File: src/rtl/wakeup_frame_regs.svh
`ifndef WAKEUP_FRAME_REGS_SVH
`define WAKEUP_FRAME_REGS_SVH

// ****************************************
// Register offsets (byte addresses)
// ****************************************
`define PAT0_CRC_LOW_OFFS   9'h130
`define PAT0_CRC_HIGH_OFFS  9'h132
`define PAT0_SEL0_OFFS      9'h134
`define PAT0_SEL1_OFFS      9'h136
`define PAT0_SEL2_OFFS      9'h138
`define PAT0_SEL3_OFFS      9'h13a
`define PAT1_CRC_LOW_OFFS   9'h140
`define PAT1_CRC_HIGH_OFFS  9'h142
`define PAT1_SEL0_OFFS      9'h144
`define PAT1_SEL1_OFFS      9'h146
`define PAT1_SEL2_OFFS      9'h148
`define PAT1_SEL3_OFFS      9'h14a
`define PAT_REG_RESET       16'h0000

// ****************************************
// CRC constants
// ****************************************
`define CRC_POLY_REFL       32'hedb8_8320
`define CRC_INIT            32'hffff_ffff
`define MAX_FRAME_BYTES     7'd64

`endif

File: src/rtl/wakeup_frame_pkg.sv
package wakeup_frame_pkg;

    typedef struct packed {
        logic [15:0] crc_low;
        logic [15:0] crc_high;
        logic [63:0] byte_select;
    } pattern_cfg_type;

    typedef struct packed {
        logic       valid;
        logic       sof;
        logic       eof;
        logic [7:0] data;
    } rx_byte_type;

    typedef enum logic [2:0] {
        ST_IDLE  = 3'b001,
        ST_FRAME = 3'b010,
        ST_DONE  = 3'b100
    } match_state_type;

endpackage

File: src/rtl/pattern_crc_match.sv
`timescale 1ns/100ps
`include "wakeup_frame_regs.svh"

module pattern_crc_match
    import wakeup_frame_pkg::*;
(
    input  wire logic                        clk_sys_i,
    input  wire logic                        rst_n_i,
    input  wire wakeup_frame_pkg::pattern_cfg_type cfg_i,
    input  wire logic                        enable_i,
    input  wire wakeup_frame_pkg::rx_byte_type rx_i,
    output logic                             match_o
);
    import wakeup_frame_pkg::*;

    logic [31:0]     crc_q;
    logic [31:0]     crc_d;
    logic [6:0]      idx_q;
    logic [6:0]      idx_d;
    logic            match_q;
    logic            match_d;
    match_state_type state_q;
    match_state_type state_d;
    logic [31:0]     crc_step;
    logic [31:0]     crc_base;
    logic [6:0]      idx_base;
    logic            byte_on;

    function automatic logic [31:0] crc_byte(input logic [31:0] c, input logic [7:0] d);
        logic [31:0] r;
        r = c ^ {24'h00_0000, d};
        for (int i = 0; i < 8; i++)
        begin
            r = r[0] ? ((r >> 1) ^ `CRC_POLY_REFL) : (r >> 1);
        end
        return r;
    endfunction

    always_comb
    begin
        crc_base = rx_i.sof ? `CRC_INIT : crc_q;
        idx_base = rx_i.sof ? 7'd0 : idx_q;
        // byte n maps to mask bit n-1
        byte_on  = (idx_base < `MAX_FRAME_BYTES) && cfg_i.byte_select[idx_base[5:0]];
        crc_step = crc_byte(crc_base, rx_i.data);
        crc_d    = crc_q;
        idx_d    = idx_q;
        match_d  = 1'b0;
        state_d  = state_q;
        case (state_q)
            ST_IDLE, ST_DONE:
            begin
                state_d = ST_IDLE;
                if (rx_i.valid && rx_i.sof)
                begin
                    state_d = ST_FRAME;
                end
            end
            ST_FRAME: ;
            default:
            begin
                state_d = ST_IDLE;
            end
        endcase
        if (rx_i.valid && (rx_i.sof || state_q == ST_FRAME))
        begin
            crc_d = byte_on ? crc_step : crc_base;
            idx_d = (idx_base < `MAX_FRAME_BYTES) ? idx_base + 7'd1 : idx_base;
            if (rx_i.eof)
            begin
                state_d = ST_DONE;
                match_d = enable_i &&
                          (~(byte_on ? crc_step : crc_base) == {cfg_i.crc_high, cfg_i.crc_low});
            end
        end
    end

    always_ff @(posedge clk_sys_i or negedge rst_n_i)
    begin
        if (!rst_n_i)
        begin
            crc_q   <= `CRC_INIT;
            idx_q   <= 7'd0;
            match_q <= 1'b0;
            state_q <= ST_IDLE;
        end
        else
        begin
            crc_q   <= crc_d;
            idx_q   <= idx_d;
            match_q <= match_d;
            state_q <= state_d;
        end
    end

    assign match_o = match_q;

    chk_match_needs_enable: assert property (@(posedge clk_sys_i) disable iff (!rst_n_i)
        match_q |-> $past(enable_i))
        else $error("match without enable");

    // match only after end of frame
    chk_match_after_eof: assert property (@(posedge clk_sys_i) disable iff (!rst_n_i)
        match_q |-> $past(rx_i.valid) && $past(rx_i.eof))
        else $error("match without frame end");

    chk_index_bound: assert property (@(posedge clk_sys_i) disable iff (!rst_n_i)
        idx_q <= `MAX_FRAME_BYTES)
        else $error("byte index past 64");

    chk_unmasked_hold: assert property (@(posedge clk_sys_i) disable iff (!rst_n_i)
        (rx_i.valid && !rx_i.sof && state_q == ST_FRAME && !byte_on) |=> crc_q == $past(crc_q))
        else $error("unmasked byte changed crc");

endmodule

File: src/rtl/wakeup_frame_pattern_match.sv
`timescale 1ns/100ps
`include "wakeup_frame_regs.svh"

// Notes on behaviour
// - CRC low half per pattern register
// - CRC high half per pattern register
// - Ethernet CRC over masked bytes only
// - Mask word 0 selects bytes 1-16
// - Mask word 1 selects bytes 17-32
// - Mask word 2 selects bytes 33-48
// - Mask word 3 selects bytes 49-64
// - Second independent pattern set
// - Detection only while pattern enabled
module wakeup_frame_pattern_match
    import wakeup_frame_pkg::*;
(
    input  wire logic                          clk_sys_i,
    input  wire logic                          reset_n_i,
    input  wire logic [8:0]                    reg_addr_i,
    input  wire logic                          reg_wr_i,
    input  wire logic                          reg_rd_i,
    input  wire logic [15:0]                   reg_wdata_i,
    input  wire logic [1:0]                    reg_be_i,
    output logic [15:0]                        reg_rdata_o,
    output logic                               reg_rvalid_o,
    input  wire logic                          pattern0_detect_enable_i,
    input  wire logic                          pattern1_detect_enable_i,
    input  wire wakeup_frame_pkg::rx_byte_type rx_i,
    output logic                               pattern0_match_o,
    output logic                               pattern1_match_o
);
    import wakeup_frame_pkg::*;

    // ****************************************
    // Reset release
    // ****************************************
    logic [1:0]  rst_sync_q;
    logic        rst_n;

    always_ff @(posedge clk_sys_i or negedge reset_n_i)
    begin
        if (!reset_n_i)
        begin
            rst_sync_q <= 2'b00;
        end
        else
        begin
            rst_sync_q <= {rst_sync_q[0], 1'b1};
        end
    end

    assign rst_n = rst_sync_q[1];

    // ****************************************
    // Register file
    // ****************************************
    logic [15:0] regs_q [12];
    logic [15:0] regs_d [12];
    logic [15:0] rdata_q;
    logic [15:0] rdata_d;
    logic        rvalid_q;
    logic        rvalid_d;
    logic [3:0]  sel;
    logic        hit;

    always_comb
    begin
        hit = 1'b1;
        sel = 4'd0;
        case (reg_addr_i & 9'h1fe)
            `PAT0_CRC_LOW_OFFS:  sel = 4'd0;
            `PAT0_CRC_HIGH_OFFS: sel = 4'd1;
            `PAT0_SEL0_OFFS:     sel = 4'd2;
            `PAT0_SEL1_OFFS:     sel = 4'd3;
            `PAT0_SEL2_OFFS:     sel = 4'd4;
            `PAT0_SEL3_OFFS:     sel = 4'd5;
            `PAT1_CRC_LOW_OFFS:  sel = 4'd6;
            `PAT1_CRC_HIGH_OFFS: sel = 4'd7;
            `PAT1_SEL0_OFFS:     sel = 4'd8;
            `PAT1_SEL1_OFFS:     sel = 4'd9;
            `PAT1_SEL2_OFFS:     sel = 4'd10;
            `PAT1_SEL3_OFFS:     sel = 4'd11;
            default:             hit = 1'b0;
        endcase
    end

    always_comb
    begin
        regs_d   = regs_q;
        rvalid_d = reg_rd_i;
        // Unmapped and reserved addresses read as zero
        rdata_d  = reg_rd_i && hit ? regs_q[sel] : 16'h0000;
        if (reg_wr_i && hit)
        begin
            // byte-lane writes of CRC halves and masks
            if (reg_be_i[0])
            begin
                regs_d[sel][7:0] = reg_wdata_i[7:0];
            end
            if (reg_be_i[1])
            begin
                regs_d[sel][15:8] = reg_wdata_i[15:8];
            end
        end
    end

    always_ff @(posedge clk_sys_i or negedge rst_n)
    begin
        if (!rst_n)
        begin
            for (int i = 0; i < 12; i++)
            begin
                regs_q[i] <= `PAT_REG_RESET;
            end
            rdata_q  <= 16'h0000;
            rvalid_q <= 1'b0;
        end
        else
        begin
            regs_q   <= regs_d;
            rdata_q  <= rdata_d;
            rvalid_q <= rvalid_d;
        end
    end

    assign reg_rdata_o  = rdata_q;
    assign reg_rvalid_o = rvalid_q;

    // ****************************************
    // Pattern engines
    // ****************************************
    pattern_cfg_type cfg0;
    pattern_cfg_type cfg1;

    // Bit n-1 of the joined mask words selects frame byte n
    // second set from its own registers
    always_comb
    begin
        cfg0.crc_low             = regs_q[0];
        cfg1.crc_low             = regs_q[6];
        cfg0.crc_high            = regs_q[1];
        cfg1.crc_high            = regs_q[7];
        cfg0.byte_select[15:0]   = regs_q[2];
        cfg1.byte_select[15:0]   = regs_q[8];
        cfg0.byte_select[31:16]  = regs_q[3];
        cfg1.byte_select[31:16]  = regs_q[9];
        cfg0.byte_select[47:32]  = regs_q[4];
        cfg1.byte_select[47:32]  = regs_q[10];
        cfg0.byte_select[63:48]  = regs_q[5];
        cfg1.byte_select[63:48]  = regs_q[11];
    end

    pattern_crc_match u_match0 (
        .clk_sys_i (clk_sys_i),
        .rst_n_i   (rst_n),
        .cfg_i     (cfg0),
        .enable_i  (pattern0_detect_enable_i),
        .rx_i      (rx_i),
        .match_o   (pattern0_match_o)
    );

    pattern_crc_match u_match1 (
        .clk_sys_i (clk_sys_i),
        .rst_n_i   (rst_n),
        .cfg_i     (cfg1),
        .enable_i  (pattern1_detect_enable_i),
        .rx_i      (rx_i),
        .match_o   (pattern1_match_o)
    );

    // write lands in low CRC register
    chk_crc_low_write: assert property (@(posedge clk_sys_i) disable iff (!rst_n)
        (reg_wr_i && reg_be_i == 2'b11 && reg_addr_i == `PAT0_CRC_LOW_OFFS)
        |=> regs_q[0] == $past(reg_wdata_i))
        else $error("crc low write lost");

    // write lands in high CRC register
    chk_crc_high_write: assert property (@(posedge clk_sys_i) disable iff (!rst_n)
        (reg_wr_i && reg_be_i == 2'b11 && reg_addr_i == `PAT1_CRC_HIGH_OFFS)
        |=> regs_q[7] == $past(reg_wdata_i))
        else $error("crc high write lost");

    // pattern 0 write leaves pattern 1 mask word 0 alone
    chk_sets_independent: assert property (@(posedge clk_sys_i) disable iff (!rst_n)
        (reg_wr_i && reg_addr_i[8:4] == 5'h13) |=> regs_q[8] == $past(regs_q[8]))
        else $error("pattern sets coupled");

    chk_mask_readback: assert property (@(posedge clk_sys_i) disable iff (!rst_n)
        (reg_rd_i && !reg_wr_i && reg_addr_i == `PAT0_SEL1_OFFS) |=> reg_rdata_o == regs_q[3])
        else $error("mask readback wrong");

    // low lane write keeps high byte
    chk_lane_write_low: assert property (@(posedge clk_sys_i) disable iff (!rst_n)
        (reg_wr_i && reg_be_i == 2'b01 && reg_addr_i == `PAT0_SEL0_OFFS)
        |=> regs_q[2] == {$past(regs_q[2][15:8]), $past(reg_wdata_i[7:0])})
        else $error("byte lane write wrong");

    chk_mask2_write: assert property (@(posedge clk_sys_i) disable iff (!rst_n)
        (reg_wr_i && reg_be_i == 2'b11 && reg_addr_i == `PAT0_SEL2_OFFS)
        |=> regs_q[4] == $past(reg_wdata_i))
        else $error("third mask write lost");

    chk_mask3_write: assert property (@(posedge clk_sys_i) disable iff (!rst_n)
        (reg_wr_i && reg_be_i == 2'b11 && reg_addr_i == `PAT1_SEL3_OFFS)
        |=> regs_q[11] == $past(reg_wdata_i))
        else $error("fourth mask write lost");

    // second set reads its own word
    chk_set1_readback: assert property (@(posedge clk_sys_i) disable iff (!rst_n)
        (reg_rd_i && !reg_wr_i && reg_addr_i == `PAT1_CRC_LOW_OFFS)
        |=> reg_rvalid_o && reg_rdata_o == regs_q[6])
        else $error("second set readback wrong");

endmodule

File: config.mk
export PLATFORM = sky130hd
export DESIGN_NAME = wakeup_frame_pattern_match
export DESIGN_NICKNAME = d
export VERILOG_FILES = /design/src/rtl/wakeup_frame_pkg.sv /design/src/rtl/pattern_crc_match.sv /design/src/rtl/wakeup_frame_pattern_match.sv
export VERILOG_INCLUDE_DIRS = /design/src /design/src/rtl
export SDC_FILE = /design/constraint.sdc
export NUM_CORES = 1
export LEC_CHECK = 0
export BUFFER_PORTS_ARGS = -buffer_cell sky130_fd_sc_hd__buf_4
export CELL_PAD_IN_SITES_DETAIL_PLACEMENT = 1
export CELL_PAD_IN_SITES_GLOBAL_PLACEMENT = 2
export CORE_MARGIN = 8
export CORE_UTILIZATION = 46
export CTS_BUF_LIST = sky130_fd_sc_hd__clkbuf_16
export DETAILED_ROUTE_END_ITERATION = 10
export PLACE_DENSITY_LB_ADDON = 0.1
export SETUP_SLACK_MARGIN = 0.15
export SYNTH_ARGS = -nofsm -noshare
export SYNTH_HDL_FRONTEND = slang
export SYNTH_SLANG_ARGS = --single-unit
File: constraint.sdc
create_clock -name clk_sys_i -period 16.6 [get_ports clk_sys_i]
set_input_delay 4.98 -clock clk_sys_i [delete_from_list [all_inputs] [get_ports clk_sys_i]]
set_output_delay 4.98 -clock clk_sys_i [all_outputs]
set_load 0.01 [all_outputs]
==> out/metrics.csv, run 1 <==
metric,value,unit
outcome,finished clean,
pre-CTS setup slack,6650,ps
core footprint,0.0420,mm2
DIE AREA,0.0495,mm2
number of setup buffers added after CTS,0,
largest net degree at the start of global routing,78,
CTS H-tree depth,2,
Clock Tree Root,clkbuf_16,
layout cells sized above 1,0.276,
DR WL/cell,29.4,um
initial antenna violation count,0,
post-route ant nets,0,
post-route DRC violation count,0,
Hold Buf Count CTS,0,
Filler Cells Inserted,4552,
mux cell area share after synthesis,0.222,
most common flop cell mapped by yosys,dfrtp_1,
Final Hold Vio Count,0,
Resized cells post-CTS,0,
"Clk pin slew, worst setup/hold paths",50,ps
"commonest non-fill, non-tap cell in the layout",dfrtp_1,
Final min period,9480,ps
Final period util,0.571,
IO buf count,61,
Pre-antenna DRT Iters,6,
FF+latch area,0.00752,mm2
largest family of logic cells by synthesized area,multiplexers,
Synth Area in XOR/XNOR,0.0875,
Seq cells post-synth,297,
Critical Path Fanout Max,59,
final setup margin,7120,ps
IO Pins,63,
clock buffer depth,3,
first-pass GRT wire length,109,mm
setup TNS,0,ps
# clock sinks,297,
Slew Limit Fails,0,
Cells after Synth,1873,
Synth Area per Inst,10.5,um2
Rows,75,
Vias per Instance,6.64,
number of global-route vias before repair,16700,
final clock skew,17.2,ps
critical path capture point type,flip-flop,
worst skew pair latency,560,ps
Worst path top cell family by delay,XOR/XNOR gates,
GRT Total Usage,0.285,
# setup viols final,0,
initial cell density of the core,0.466,
CTS Buf Count,38,
Die Width,222,um
GRT overflow,0,
Adder-Cell Fraction of Synth Area,0.000638,
number of library cell types mapped by synthesis,87,
drt total wl,71.4,mm
worst min-delay path category,reg2reg,
startpoint types,primary input,
simple-gate area share of the yosys netlist,0.117,
CP cell instances,buf_6 -> buf_4 -> buf_4 -> nor2_1 -> xnor2_1 -> xnor2_1 -> xor2_1 -> xnor3_1 -> mux2i_1 -> xnor2_1 -> a2111oi_2 -> nand4_1 -> nor4_2,
Mapped Nets,1918,
Slew @ Worst Pin,1360,ps
Worst VDD drop,0.0823,mV
Area Overhead vs Synth,9.90,%
"commonest non-fill, non-tap cells in the layout","dfrtp_1 (230), mux2_2 (210), nor2_1 (178)",
max-cap violation count,0,
# diodes,0,
Rel. slew slack,0.0943,
placer congestion estimate,0.938,
number of synthesized flops with an enable pin,0,
Synth Area in Compound Gates,0.149,
TritonCTS clock tree,done,
WP data arrival,9880,ps
Total Power,3050,uW
ys async rst share,1.00,
die span in y,222,um
DRT iter0 DRCs,1286,
Syn. warnings,0,
critical path required time,17000,ps
nets,1902,
RSZ-0062 raised after global routing,false,
vias,16100,
"Largest stage delay, worst path",620,ps
sequential fraction of the synthesis area,0.383,
area of the multi-input gates,0.0113,mm2
synthesized cell area,0.0196,mm2
Static Leak,0.00897,uW
critical path class,in2reg,
hpwl dp,51.3,mm
Pwr Density,142,mW/mm2
Peak Freq,0.106,GHz
Worst path most repeated cell,xnor2_1,
CP max-delay cell,buf_4,
Critical path buffers and inverters,3,
[per-layer routing]
metal / track usage / up-vias / part of all wire
met5: 0 / - / 0
met4: 0.145 / 0 / 0.055
met3: 0.0462 / 159 / 0.061
met2: 0.439 / 559 / 0.46
met1: 0.387 / 8404 / 0.43
li1: - / 6962 / -
[flip-flops by register name, summed over array words and instances (netlist names), 3 cells and up]
signal / cells
u_match0.state_q: 3
reg_rdata_o: 16
cfg0: 96
u_match0.idx_q: 7
u_match1.crc_q: 32
u_match0.crc_q: 32
u_match1.idx_q: 7
u_match1.state_q: 3
cfg1: 96
[layout make-up]
type                       instances  area share
multi-input combinational       1388       0.526
clock inverter                    29     0.00935
sequential                       297       0.349
timing repair buffer              93      0.0326
inverter                          39     0.00680
tap                              539      0.0313
clock buffer                      39      0.0453
[report_power, final]
part / total [uW] / switching [uW] / internal [uW]
Clock: 803 / 333 / 470
Combinational: 1220 / 710 / 513
Sequential: 1020 / 166 / 857
[final timing paths]
| kind | start | endpoint | slack, ps | cells past startpoint |
|---|---|---|---|---|
| hold / removal | rst_sync_q[0] | rst_sync_q[1] | 350 | 0 |
| max in group asynchronous | reset_n_i | rst_sync_q[1] | 12300 | 1 |
| setup reg to reg | u_match1.idx_q[0] | u_match1.match_o | 11670 | 12 |
| min in group asynchronous | rst_sync_q[1] | cfg0[67] | 410 | 0 |
| hold reg to reg | rst_sync_q[0] | rst_sync_q[1] | 350 | 0 |
| setup / recovery | rx_i[9] | u_match1.match_o | 7120 | 13 |
[cell families (layout without fill, tap and decap cells)]
group | after synthesis | count (layout)
AND/OR/NAND/NOR | 471 | 471
AO/OA/AOI/OAI | 412 | 412
multiplexers | 330 | 330
flip-flops | 297 | 297
buffers and inverters | 188 | 200
XOR/XNOR | 173 | 173
adder cells (fa/ha/maj) | 1 | 1
other | 1 | 1
[cells in the mapped netlist (25+ instances only)]
library cell  number  share of area
xnor2_1          119          0.053
clkbuf_1          90          0.017
nand3_1           26         0.0066
mux4_2            63          0.072
a22oi_1           26          0.010
dfrtp_1          231           0.29
inv_1             38         0.0073
mux2i_1           56          0.029
xor2_1            37          0.017
a21oi_1           79          0.020
nor3_1            28         0.0071
or3_1             25         0.0080
o22ai_1           27         0.0086
o21ai_0           70          0.018
buf_2             38         0.0097
nand2_1           81          0.016
dfstp_2           66          0.088
mux2_2           210           0.12
a211oi_1          30          0.011
nor2_1           179          0.034
[per-stage QoR]
step	hold WS [ps]	cell area, um2	cells	utilization
2_1_floorplan	331	19600	1873	-
3_3_place_gp	338	20400	2356	0.484
3_5_place_dp	342	20400	2356	0.484
4_1_cts	354	21500	2424	0.512
5_1_grt	356	21500	2424	0.512
6_report	349	21500	2424	0.512
Note: power is estimated with default switching activity, not from simulation.
==> run 2, diff against run 1 <==
ABC_AREA = 1   (was default)
CORE_UTILIZATION = 33   (was 46)
clock period = 8.43 ns   (was 16.6 ns; I/O delays follow)
==> run 2 against run 1 <==
Against the previous run:
- power is 61% higher
- first-iteration DRC count is 5.7% lower
- design area is 3.8% lower
- count of clock-buffer cells in the layout is 1 higher
- routed wire length is 8.3% higher
- flip-flop and latch count stayed put
- via count is 12% higher
- critical path depth is 6 higher
- cell count is 42% higher
- non-clock buffer count is 4 lower
- sequential power is 69% higher
- clock power is 110% higher
==> out/metrics.csv, run 2 <==
metric,value,unit
outcome,finished clean,
nets,2697,
Peak Freq,0.150,GHz
critical path required time,8920,ps
die span in y,252,um
initial cell density of the core,0.334,
CTS Buf Count,39,
"commonest non-fill, non-tap cells in the layout","nand2_1 (912), o21ai_0 (283), dfrtp_1 (230)",
DR WL/cell,22.5,um
RSZ-0062 raised after global routing,false,
CP max-delay cell,nor2_1,
vias,18000,
core footprint,0.0552,mm2
Hold Buf Count CTS,0,
final clock skew,17.8,ps
Area Overhead vs Synth,12.5,%
"Largest stage delay, worst path",660,ps
Static Leak,0.00987,uW
post-route ant nets,0,
number of global-route vias before repair,18500,
worst min-delay path category,reg2async,
Filler Cells Inserted,6910,
"commonest non-fill, non-tap cell in the layout",nand2_1,
Slew Limit Fails,0,
hpwl dp,55.6,mm
most common flop cell mapped by yosys,dfrtp_1,
"Clk pin slew, worst setup/hold paths",60,ps
placer congestion estimate,0.867,
startpoint types,primary input,
top cell type's share of synthesized area,0.314,
critical path capture point type,flip-flop,
Syn. warnings,0,
"top cells by count, synth","nand2_1 (912), o21ai_0 (283), dfrtp_1 (231)",
Mapped Nets,2697,
ys async rst share,1.00,
WP data arrival,7170,ps
largest net degree at the start of global routing,74,
# setup viols final,0,
CP cell instances,buf_4 -> inv_2 -> nand2_1 -> nor2_1 -> a21oi_1 -> nand3_1 -> nand3_1 -> nand3_1 -> nand3_2 -> nand3_1 -> buf_4 -> nand2_1 -> o21ai_1 -> nand2_1 -> nand2_1 -> nand3_1 -> nor2_1 -> nand3_1 -> nor2_1,
GRT Total Usage,0.240,
TritonCTS clock tree,done,
number of setup buffers added after CTS,0,
Final period util,0.792,
# clock sinks,297,
number of synthesized flops with an enable pin,0,
max-cap violation count,0,
leading area contributor after synthesis,dfrtp_1,
drt total wl,77.3,mm
number of library cell types mapped by synthesis,41,
clock buffer depth,3,
Rel. slew slack,0.288,
synth top area cells,"dfrtp_1 (31%), nand2_1 (19%), dfstp_2 (9.4%)",
GRT overflow,0,
setup TNS,0,ps
DRT iter0 DRCs,1213,
worst skew pair latency,570,ps
DIE AREA,0.0637,mm2
initial antenna violation count,6,
Final min period,6680,ps
Critical Path Fanout Max,30,
Pre-antenna DRT Iters,5,
Worst VDD drop,0.117,mV
synthesized cell area,0.0184,mm2
Rows,86,
critical path class,in2reg,
post-route DRC violation count,0,
Cells after Synth,2652,
Total Power,4920,uW
CTS H-tree depth,2,
Vias per Instance,5.25,
"count leader, synth",nand2_1,
Slew @ Worst Pin,1060,ps
Synth Area per Inst,6.95,um2
Die Width,252,um
IO buf count,61,
Seq cells post-synth,297,
Pwr Density,238,mW/mm2
first-pass GRT wire length,117,mm
sequential fraction of the synthesis area,0.408,
Final Hold Vio Count,0,
Worst path most repeated cell,nand3_1,
layout cells sized above 1,0.0977,
Clock Tree Root,clkbuf_16,
Resized cells post-CTS,0,
IO Pins,63,
Hold Slack,302,ps
==> run 2: cell count changes after synthesis, sizes merged, moves of 63 or more <==
cell,previous run,this run
a21oi,79,12
inv,39,226
mux2,211,0
mux4,63,0
nand2,82,920
nand3,26,229
o21ai,72,300
xnor2,125,21
==> run 2: worst paths after layout <==
path | start | endpoint | slack, ps | cells after the start
worst max register to register | u_match0.idx_q[0] | u_match0.match_o | 3720 | 17
worst max-delay path | rx_i[9] | u_match0.match_o | 1750 | 19
worst min register to register | rst_sync_q[1] | cfg0[4] | 300 | 0
max in group asynchronous | rst_sync_q[1] | u_match1.state_q[2] | 6020 | 2
min in group clk_sys_i | rst_sync_q[0] | rst_sync_q[1] | 350 | 0
worst min-delay path | rst_sync_q[1] | cfg0[4] | 300 | 0
==> run 2: logic make-up after synthesis <==
group           share of synthesized area
fa+ha+maj                        0.000679
compound gates                      0.129
other cells                      0.000203
xor+xnor                           0.0532
flops                               0.408
buf+inv                            0.0777
simple gates                        0.332
==> run 2: through the flow <==
stage	std cells	worst slack, ps	instance area [um2]	util
floorplan	2652	3630	18400	-
global placement	3359	1320	19500	0.353
detailed placement	3359	1220	19500	0.353
CTS	3431	1830	20700	0.376
global route	3431	1420	20700	0.376
finish	3432	1750	20700	0.376
==> run 2: where the power goes <==
part           total [uW]  internal, uW  switching [uW]
clock network        1690           984             703
registers            1720          1620             105
logic                1520           472            1040
==> run 2: area by class of cell <==
type / count / area [um2] / area share
multi-input cells: 1998 / 9490 / 0.458
flip-flops and latches: 297 / 7520 / 0.363
clock buffers: 40 / 1000 / 0.0483
well taps: 748 / 936 / 0.0451
inverters: 227 / 852 / 0.0411
repair buffers: 89 / 668 / 0.0322
clock inverters: 32 / 260 / 0.0126
diodes: 1 / 2.50 / 0.000121
==> run 2: critical path, delay by kind of cell <==
family / cells / cell delay [ps]
buffers and inverters: 3 / 1080
AO/OA/AOI/OAI: 2 / 270
AND/OR/NAND/NOR: 14 / 3220
==> run 2: metal layers <==
metal	vias to the layer above	global-route usage	wire length, um
met5	-	0	27
met4	4	0.0828	2650
met3	127	0.0347	3050
met2	343	0.393	35500
met1	8923	0.323	36100
li1	8636	-	-
==> run 3, diff against run 2 <==
ABC_AREA = 0   (was 1)
CORE_UTILIZATION = 42   (was 33)
clock period = 6.9 ns   (was 8.43 ns; I/O delays follow)
==> run 3 against run 2 <==
Against the previous run:
- first-iteration DRC count down 8.8%
- routed wire length fell by 4.1%
- design area increased by 5.5%
- count of clock-buffer cells in the layout down 3
- non-clock buffer count increased by 33
- hold slack worse by 17 ps
- worst setup slack got worse by 420 ps
- sequential share of layout area is 1.9 points lower
- highest routed layer unchanged
==> out/metrics.csv, run 3 (synthesis gave the netlist of run 1 again) <==
metric,value,unit
outcome,finished clean,
DRT iter0 DRCs,1106,
nets,1930,
worst min-delay path category,reg2async,
Slew Limit Fails,0,
Worst VDD drop,0.227,mV
"Clk pin slew, worst setup/hold paths",60,ps
DIE AREA,0.0538,mm2
die span in y,232,um
Hold Slack,285,ps
first-pass GRT wire length,113,mm
final clock skew,14.5,ps
Final period util,0.806,
Resized cells post-CTS,0,
Die Width,232,um
critical path required time,7340,ps
FF+latch area,0.00752,mm2
Clock Tree Root,clkbuf_16,
post-route DRC violation count,0,
post-route ant nets,0,
worst skew pair latency,570,ps
vias,16000,
number of global-route vias before repair,16800,
largest net degree at the start of global routing,140,
Hold Buf Count CTS,0,
# clock sinks,297,
DR WL/cell,29.4,um
WP data arrival,6000,ps
core footprint,0.0464,mm2
max-cap violation count,0,
fin util,0.472,
Static Leak,0.00910,uW
# setup viols final,0,
Rows,79,
CP cell instances,buf_6 -> nand2b_1 -> inv_1 -> o31a_1 -> a2111oi_1 -> o32a_1 -> buf_4 -> o221ai_1 -> a221oi_1 -> o211ai_1 -> nor4_2,
pre-CTS setup slack,834,ps
GRT overflow,0,
Vias per Instance,6.36,
"Largest stage delay, worst path",740,ps
Total Power,7460,uW
IO Pins,63,
critical path class,in2reg,
CP max-delay cell,o32a_1,
area of the multi-input gates,0.0113,mm2
Filler Cells Inserted,5052,
Pre-antenna DRT Iters,5,
"commonest non-fill, non-tap cells in the layout","dfrtp_1 (230), mux2_2 (210), nor2_1 (178)",
TritonCTS clock tree,done,
CTS Buf Count,37,
critical path capture point type,flip-flop,
GRT Total Usage,0.276,
"commonest non-fill, non-tap cell in the layout",dfrtp_1,
Area Overhead vs Synth,11.6,%
Final Hold Vio Count,0,
Slew @ Worst Pin,1090,ps
initial cell density of the core,0.423,
Final min period,5560,ps
initial antenna violation count,1,
Peak Freq,0.180,GHz
Rel. slew slack,0.272,
layout cells sized above 1,0.289,
placer congestion estimate,0.946,
Pwr Density,341,mW/mm2
final setup margin,1340,ps
clock buffer depth,3,
startpoint types,primary input,
RSZ-0062 raised after global routing,false,
Critical Path Fanout Max,43,
number of setup buffers added after CTS,0,
setup TNS,0,ps
IO buf count,61,
drt total wl,74.1,mm
hpwl dp,54.3,mm
CTS H-tree depth,2,
run 3: cell types whose count changed in the layout (fill, tap and decap cells not counted), moves of 66 or more:
cell     before  now
a21oi_1      12   78
inv_1       225   45
mux2_2        0  210
nand2_1     912   81
nand3_1     226   26
o21ai_0     283   69
xnor2_1      21  119
run 3: cell type report:
class                           count  area share
Clock buffer                       37      0.0423
Clock inverter                     31      0.0113
Inverter                           39     0.00669
Antenna cell                        1    0.000114
Sequential cell                   297       0.344
Multi-Input combinational cell   1388       0.518
Timing Repair Buffer              122      0.0437
Tap cell                          607      0.0347
run 3: critical path: cells and delay by family:
family	cells	cell delay [ps]
compound gates	6	2360
simple gates	2	720
buf+inv	3	760
run 3: layer usage:
metal | up-vias | share of wire | global-route usage
met2 | 428 | 0.46 | 0.431
met5 | - | 0.00018 | 0
met4 | 2 | 0.037 | 0.102
li1 | 7012 | - | -
met1 | 8472 | 0.45 | 0.387
met3 | 123 | 0.050 | 0.0387
run 3: worst paths after layout:
| kind | start | end | slack, ps | depth (start not counted) |
|---|---|---|---|---|
| max | rx_i[9] | u_match1.match_o | 1340 | 11 |
| min | rst_sync_q[1] | u_match0.idx_q[2] | 280 | 0 |
| max reg2reg | u_match1.idx_q[0] | u_match1.match_o | 2050 | 11 |
| min reg2reg | rst_sync_q[1] | u_match0.idx_q[2] | 280 | 0 |
| max in group asynchronous | rst_sync_q[1] | cfg1[37] | 4840 | 2 |
| min in group clk_sys_i | rst_sync_q[0] | rst_sync_q[1] | 350 | 0 |
run 3: where the power goes:
part	internal [uW]	switching [uW]	total (uW)
clock network	1100	830	1930
logic	1300	1750	3050
registers	2060	414	2480
total	4460	3000	7460
run 3: stage by stage:
step | instances | area [um2]
finish | 2522 | 21900
global route | 2521 | 21900
CTS | 2521 | 21900
detailed placement | 2453 | 20700
global placement | 2453 | 20700
floorplan | 1873 | 19600
